$ cat src/rtl/ppm_defines.vh
`ifndef PPM_DEFINES_VH
`define PPM_DEFINES_VH
// ==========================================
// Register indices (byte address = 4 * index)
`define PPM_IDX_EVLUT      8'h00
`define PPM_IDX_SERIAL     8'h01
`define PPM_IDX_TMRA       8'h02
`define PPM_IDX_TMRB       8'h03
// ==========================================
// Writable bit masks
`define PPM_MASK_EVLUT     8'h37
`define PPM_MASK_SERIAL    8'h15
`define PPM_MASK_TMRA      8'h3F
`define PPM_MASK_TMRB      8'h01
// ==========================================
// Field positions
`define PPM_BIT_LOOKUP_ONE  5
`define PPM_BIT_LOOKUP_ZERO 4
`define PPM_BIT_EV2        2
`define PPM_BIT_EV1        1
`define PPM_BIT_EV0        0
`define PPM_BIT_TWI        4
`define PPM_BIT_SPI        2
`define PPM_BIT_UART       0
`define PPM_BIT_TMRB       0
// ==========================================
// Reset value
`define PPM_RST_VAL        8'h00
`endif

$ cat src/rtl/ppm_reg8.v
`timescale 1ns/100ps
// ==========================================
// Masked byte register
module ppm_reg8 #(
  parameter [7:0] MASK = 8'hFF
) (
  input  wire       pclk,
  input  wire       presetn,
  input  wire       wr_en,
  input  wire [7:0] wdata,
  output reg  [7:0] q_r
);
`include "ppm_defines.vh"
  always @(posedge pclk or negedge presetn) begin
    if (!presetn) begin
      q_r <= `PPM_RST_VAL;
    end else if (wr_en) begin
      q_r <= wdata & MASK;
    end
  end
endmodule // ppm_reg8

$ cat src/rtl/ppm_route.v
`timescale 1ns/100ps
// ==========================================
// One signal to default or alternative pad
module ppm_route (
  input  wire sel_alt,
  input  wire sig_in,
  output wire pad_dflt,
  output wire pad_alt
);
  assign pad_dflt = sig_in & ~sel_alt;
  assign pad_alt  = sig_in &  sel_alt;
endmodule // ppm_route

$ cat src/rtl/ppm_top.v
// Register access over APB was decided locally.
`timescale 1ns/100ps
module ppm_top (
  input  wire        pclk,
  input  wire        presetn,
  input  wire        psel,
  input  wire        penable,
  input  wire        pwrite,
  input  wire [11:0] paddr,
  input  wire [31:0] pwdata,
  output reg  [31:0] prdata,
  output wire        pready,
  output wire        pslverr,
  input  wire [1:0]  lut_out,
  output wire [1:0]  lut_pad_dflt,
  output wire [1:0]  lut_pad_alt,
  input  wire [2:0]  event_out,
  output wire [2:0]  event_pad,
  input  wire        timer_a_split,
  input  wire [5:0]  timer_a_wave,
  output wire [5:0]  timer_a_pad_dflt,
  output wire [5:0]  timer_a_pad_alt,
  input  wire        timer_b_out,
  output wire        timer_b_pad_dflt,
  output wire        timer_b_pad_alt,
  output wire        two_wire_alt_pads,
  output wire        serial_periph_alt_pads,
  output wire        async_serial_alt_pads
);
`include "ppm_defines.vh"
  // ==========================================
  // APB decode
  wire       acc      = psel & penable;
  wire       wr       = acc & pwrite;
  wire [9:0] idx      = paddr[11:2];
  wire       hit      = (idx[9:2] == 8'h00) & (paddr[1:0] == 2'b00);
  wire [7:0] sub      = {6'h00, idx[1:0]};
  wire       wr_evlut = wr & hit & (sub == `PPM_IDX_EVLUT);
  wire       wr_ser   = wr & hit & (sub == `PPM_IDX_SERIAL);
  wire       wr_tmra  = wr & hit & (sub == `PPM_IDX_TMRA);
  wire       wr_tmrb  = wr & hit & (sub == `PPM_IDX_TMRB);
  wire [7:0] event_and_lut_routing;
  wire [7:0] serial_pin_routing;
  wire [7:0] timer_a_output_routing;
  wire [7:0] timer_b_output_routing;
  assign pready  = 1'b1;
  assign pslverr = acc & ~hit;
  // ==========================================
  // Control registers
  ppm_reg8 #(.MASK(`PPM_MASK_EVLUT)) u_evlut (
    .pclk(pclk), .presetn(presetn), .wr_en(wr_evlut), .wdata(pwdata[7:0]), .q_r(event_and_lut_routing));
  ppm_reg8 #(.MASK(`PPM_MASK_SERIAL)) u_ser (
    .pclk(pclk), .presetn(presetn), .wr_en(wr_ser), .wdata(pwdata[7:0]), .q_r(serial_pin_routing));
  ppm_reg8 #(.MASK(`PPM_MASK_TMRA)) u_tmra (
    .pclk(pclk), .presetn(presetn), .wr_en(wr_tmra), .wdata(pwdata[7:0]), .q_r(timer_a_output_routing));
  ppm_reg8 #(.MASK(`PPM_MASK_TMRB)) u_tmrb (
    .pclk(pclk), .presetn(presetn), .wr_en(wr_tmrb), .wdata(pwdata[7:0]), .q_r(timer_b_output_routing));
  // ==========================================
  // Read data
  always @(posedge pclk or negedge presetn) begin
    if (!presetn) begin
      prdata <= 32'h0000_0000;
    end else if (psel & ~penable & ~pwrite) begin
      case (hit ? idx : 10'h3FF)
        10'h000: prdata <= {24'h00_0000, event_and_lut_routing};
        10'h001: prdata <= {24'h00_0000, serial_pin_routing};
        10'h002: prdata <= {24'h00_0000, timer_a_output_routing};
        10'h003: prdata <= {24'h00_0000, timer_b_output_routing};
        default: prdata <= 32'h0000_0000;
      endcase
    end
  end
  // ==========================================
  // Routing
  wire lookup_one_alt_pad  = event_and_lut_routing[`PPM_BIT_LOOKUP_ONE];
  wire lookup_zero_alt_pad = event_and_lut_routing[`PPM_BIT_LOOKUP_ZERO];
  wire [5:0] wave_sel = {timer_a_output_routing[5:3] & {3{timer_a_split}},
                         timer_a_output_routing[2:0]};
  ppm_route u_lookup_one (.sel_alt(lookup_one_alt_pad), .sig_in(lut_out[1]),
    .pad_dflt(lut_pad_dflt[1]), .pad_alt(lut_pad_alt[1]));
  ppm_route u_lookup_zero (.sel_alt(lookup_zero_alt_pad), .sig_in(lut_out[0]),
    .pad_dflt(lut_pad_dflt[0]), .pad_alt(lut_pad_alt[0]));
  genvar g;
  generate
    for (g = 0; g < 6; g = g + 1) begin : g_wave
      ppm_route u_w (.sel_alt(wave_sel[g]), .sig_in(timer_a_wave[g]),
        .pad_dflt(timer_a_pad_dflt[g]), .pad_alt(timer_a_pad_alt[g]));
    end
  endgenerate
  ppm_route u_tb (.sel_alt(timer_b_output_routing[`PPM_BIT_TMRB]), .sig_in(timer_b_out),
    .pad_dflt(timer_b_pad_dflt), .pad_alt(timer_b_pad_alt));
  assign event_pad[2] = event_out[2] & event_and_lut_routing[`PPM_BIT_EV2];
  assign event_pad[1] = event_out[1] & event_and_lut_routing[`PPM_BIT_EV1];
  assign event_pad[0] = event_out[0] & event_and_lut_routing[`PPM_BIT_EV0];
  assign two_wire_alt_pads      = serial_pin_routing[`PPM_BIT_TWI];
  assign serial_periph_alt_pads = serial_pin_routing[`PPM_BIT_SPI];
  assign async_serial_alt_pads  = serial_pin_routing[`PPM_BIT_UART];
endmodule // ppm_top

$ cat config.mk
export PLATFORM = sky130hd
export DESIGN_NAME = ppm_top
export DESIGN_NICKNAME = d
export VERILOG_FILES = /design/src/rtl/ppm_reg8.v /design/src/rtl/ppm_route.v /design/src/rtl/ppm_top.v
export VERILOG_INCLUDE_DIRS = /design/src /design/src/rtl
export SDC_FILE = /design/constraint.sdc
export NUM_CORES = 1
export LEC_CHECK = 0
export ABC_AREA = 1
export BUFFER_PORTS_ARGS = -buffer_cell sky130_fd_sc_hd__buf_2
export CORE_UTILIZATION = 25
export DETAILED_ROUTE_END_ITERATION = 10
export SLEW_MARGIN = 10
export SYNTH_ARGS = -nofsm -noshare
export SYNTH_HDL_FRONTEND = slang
export SYNTH_SLANG_ARGS = --single-unit
$ cat constraint.sdc
create_clock -name pclk -period 2.4 [get_ports pclk]
set_clock_uncertainty 0.05 [all_clocks]
set_input_delay 0.12 -clock pclk [delete_from_list [all_inputs] [get_ports pclk]]
set_output_delay 0.12 -clock pclk [all_outputs]
set_load 0.02 [all_outputs]
**After elaboration in Yosys (flattened, before gate mapping)**

Index checks and enable logic that the tools add are counted.

- Equal/unequal tests: 6
- Mux-type cells: 2
- Bitwise operators: 45
- Reductions and logical operators: 4

Operator list:

| operator | count |
|---|---|
| $and 1x1->1 | 32 |
| $pmux 6 s4 | 1 |
| $eq 10x2->1 const B | 2 |
| $logic_not 8->1 | 2 |
| $not 1->1 | 12 |
| $eq 10x1->1 const B | 1 |
| $logic_not 10->1 | 1 |
| $mux 10 | 1 |
| $eq 2x2->1 const B | 2 |
| $and 3x3->3 | 1 |
| $eq 2x1->1 const B | 1 |
| $logic_not 2->1 | 1 |

- Flip-flop bits (word level): 47
- Input port bits: 62
- Output and inout bits: 58
- Logic and storage cells: 62

**Longest topological paths before layout**

- Depth in word-level cells: 5
- Depth in mapped cells: 9
- Mapped depth without buffers: 9

**Modules after synthesis**

A second synthesis with hierarchy kept.

- Cells, all modules: 275
- Area, all modules: 1869.3 µm²

By module, submodules not included:

| module | times used | cells each | area an instance (µm²) | sequential area each (µm²) |
|---|---|---|---|---|
| ppm_top | 1 | 154 | 1009.7 | 200.2 |
| ppm_reg8 (u_tmra) | 1 | 28 | 240.2 | 150.1 |
| ppm_reg8 (u_evlut) | 1 | 25 | 211.5 | 125.1 |
| ppm_route | 9 | 4 | 17.5 | 0.0 |
| ppm_reg8 (u_ser) | 1 | 19 | 153.9 | 75.1 |
| ppm_reg8 (u_tmrb) | 1 | 13 | 96.3 | 25.0 |

**Worst setup path after synthesis**

No wires, ideal clock.

- Path type: input port to flip-flop
- Start point: input paddr[6]
- End point: register u_tmra.q_r[0]
- Setup time: 119 ps
- Arrival: 1066 ps
- Required time: 2231 ps
- Slack: 1165 ps
- Stages: 8
- Buffers on the path: 1
- Cells stage by stage: or2_4 > nor2_8 > nand2_4 > nor2_4 > nand2_2 > buf_6 > nand2_1 > o21ai_2

- Longest elaborated chain between the ends: 4

RTL lines:

| item | RTL line | text |
|---|---|---|
| from (decl) | ppm_top.v:9 | `input wire [11:0] paddr,` |
| $logic_not 8->1 | ppm_top.v:36 | `wire hit = (idx[9:2] == 8'h00) & (paddr[1:0] == 2'b00);` |
| $and 1x1->1 | ppm_top.v:36 |  |
| $and 1x1->1 (2 in series) | ppm_top.v:40 | `` wire wr_tmra = wr & hit & (sub == `PPM_IDX_TMRA); `` |
| to (signal assigned) | ppm_reg8.v:16 | `` q_r <= `PPM_RST_VAL; `` |
| to (signal assigned) | ppm_reg8.v:18 | `q_r <= wdata & MASK;` |
| to (decl) | ppm_reg8.v:11 | `output reg [7:0] q_r` |

No other way between the ends.
A chain may end at the register's enable or synchronous reset.

**Worst setup path in the final report**

- Start point: input paddr[6]
- End point: register u_tmra.q_r[5]

The elaborated chain is that of the path after synthesis.

==> flow_summary.toml <==
[setup_path]
crit_start = "paddr[6]"
r2r.worst_path.cells = 3
arrival_ns = 1.31
slowest_delay_ns = 0.26
critPathSlowestCell = "or2_4"
crit_path_end_kind = "flip-flop"
path_cells = "buf_2 > or2_4 > nor2_8 > nand2_4 > nor2_4 > nand2_2 > nand2_1 > o21ai_2"
r2r_start = "u_evlut.q_r[0]$_DFFE_PN0P_"
critical_path_required_ns = 2.50
critPathLaunchType = "input pin"
crit_type = "input pin to flip-flop"
cp_max_fo = 11

[cts]
htreeDepth = 1
clk_pin_slew_ns = 0.08
clk_latency_ns = 0.26
cts.sinks = 21
cts_tree = "done"
cts_setup_buffers = 0
cts_buffer_depth = 2
cts_buffers = 3
cts_root_buf = "clkbuf_8"

[global_route]
overflow = 0
met1_usage_pct = 13.3
use_met2_pct = 17.5
grt_max_degree = 22
grt_pass1_vias = 1152
met3_usage_pct = 3.15
busiest_layer = "met2"
grt_pass1_wl_mm = 5.24
antenna_found_initial = 0
grtUsageTotal_pct = 10.4

[placement]
dp_hpwl_mm = 2.70
place_inst = 342
port_buffers = 66
gp_congestion = 0.770

[cells_and_area]
stdcell_count = 347
syn2layout_area_growth_pct = 15.9
num_antenna_cells = 0
final_cell_mix = "buf_2 (66), nand2_1 (58), inv_1 (34), conb_1 (27), dfrtp_1 (21)"
final_common_cell = "buf_2"
drive_above_1_share_pct = 31.3
nets = 335
post-route-util_pct = 30.3

[synthesis]
synth-simple-area-share_pct = 27.7
synth.distinct_cells = 21
yosysTopAreaCell = "dfrtp_1"
syn_inst = 219
synth_seq_cells = 21
yosysTopAreaCellShare_pct = 33.8
seq_area_frac_synth_pct = 33.8
synthTopCellsByArea = "dfrtp_1 (34%), buf_4 (21%), nand2_1 (14%)"
ys_warn_count = 0
synth_compound_area_share_pct = 7.88
synthAdderAreaFrac_pct = 0
synth_top_family_by_area = "buffers and inverters"
syn_area_um2 = 1560
syn_avg_cell_area_um2 = 7.10
synth_mux_area_share_pct = 0
synth_xor_area_share_pct = 0

[pwr]
comb_power_share_pct = 18.3
pwr-share-clk_pct = 32.1
ir_drop_mv = 0.447
switching_power_mw = 0.208
swShare_pct = 29.1
pwr-share-seq_pct = 49.6
power_density_nw_per_um2 = 396
power.total_mw = 0.714
internal-power_mw = 0.506
leakagePower_nw = 1.18

[timing]
hold_viol_final = 0
finalSetupViolations = 0
period_needed_ns = 1.21
max_freq_mhz = 829
rsz0062_at_grt = "no"
period_share_pct = 50.3
fin_setup_tns_ns = 0
slew_violations = 0

[hold_path]
holdPathStages = 3
hp-class = "input pin to flip-flop"
holdCritStartpoint = "pwdata[3]"

[die]
die_h_um = 80.9
row_count = 28
initial_core_util_pct = 26.1
die_w_um = 80.9
core_um2 = 5960
dieArea_um2 = 6540
ios = 120

[route]
drt_pre_antenna_iters = 4
drt_wl_total_mm = 3.29
via_count = 1354
drtIter0Drc = 55
ant_nets = 0
drc = 0
drt-wirelength-per-cell_um = 9.47
viasPerCell = 3.90

[run_status]
status = "finished, final reports clean"

[flow_run]
cap_viol_max_count = 0
[logic make-up (layout without fill, tap and decap cells)]
kind of cell	Yosys count	count (layout)
AO/OA/AOI/OAI	20	20
other	2	27
AND/OR/NAND/NOR	96	96
buffers and inverters	80	108
flip-flops	21	21
[final timing paths]
| kind | to | slack [ns] |
|---|---|---|
| worst max-delay path | u_tmra.q_r[5]$_DFFE_PN0P_ | 1.19 |
| worst min-delay path | u_tmra.q_r[3]$_DFFE_PN0P_ | 0.06 |
| worst max register to register | prdata[0]$_DFFE_PN0P_ | 1.38 |
| worst min register to register | prdata[5]$_DFFE_PN0P_ | 0.43 |
| max in group asynchronous | u_tmra.q_r[4]$_DFFE_PN0P_ | 1.66 |
| min in group asynchronous | u_evlut.q_r[1]$_DFFE_PN0P_ | 0.30 |
[metal layers]
metal,vias up,share of wire (%)
met3,4,7.0
met4,0,0.70
li1,704,-
met5,-,0
met2,58,48
met1,588,44
[area by class of cell]
type                            instances  area, um2
Tap cell                               75       93.8
Multi-Input combinational cell        143        654
Timing Repair Buffer                   68        348
Clock buffer                            3       41.3
Sequential cell                        21        526
Clock inverter                          1       5.00
Fill cell                             667       4150
Inverter                               36        135
[flip-flops by register name, summed over array words and instances (netlist names)]
register     cells
u_evlut.q_r      5
prdata           6
u_tmra.q_r       6
u_ser.q_r        3
u_tmrb.q_r       1
[through the flow]
stage / setup WS [ns] / hold WS (ns) / instance area, um2
final: 1.19 / 0.0576 / 1800
after global routing: 1.07 / 0.0719 / 1800
after CTS: 1.19 / 0.0550 / 1800
after detailed placement: 0.905 / 0.0628 / 1750
after global placement: 0.927 / 0.0485 / 1750
after floorplan: 1.16 / -0.226 / 1650
[Yosys cell counts, drive strengths merged]
master  number
inv         36
or2          1
conb         2
o21ai       15
nand4        8
dfrtp       21
nand3        5
nor2        21
buf         44
nand2       61
a21oi        4
a22o         1
[what timing repair did]
item | in CTS | in global routing
hold buffers | 1 | 0
hold endpoints to repair | 21 | 0
resized for setup | 0 | 0
[power groups by stage]
| stage | clock, mW | combinational, mW | sequential (mW) |
|---|---|---|---|
| final | 0.230 | 0.130 | 0.354 |
| after global routing | 0.255 | 0.148 | 0.354 |
| after CTS | 0.242 | 0.132 | 0.354 |
| after detailed placement | 0 | 0.130 | 0.361 |
| after global placement | 0 | 0.128 | 0.361 |
| after floorplan | 0 | 0.121 | 0.361 |
[critical path: cells and delay by family]
family,cells,cell delay (ns)
buffers and inverters,1,0.09
and+or+nand+nor,6,1.03
AOI/OAI and AO/OA,1,0.06
Note: power is estimated with default switching activity, not from simulation.
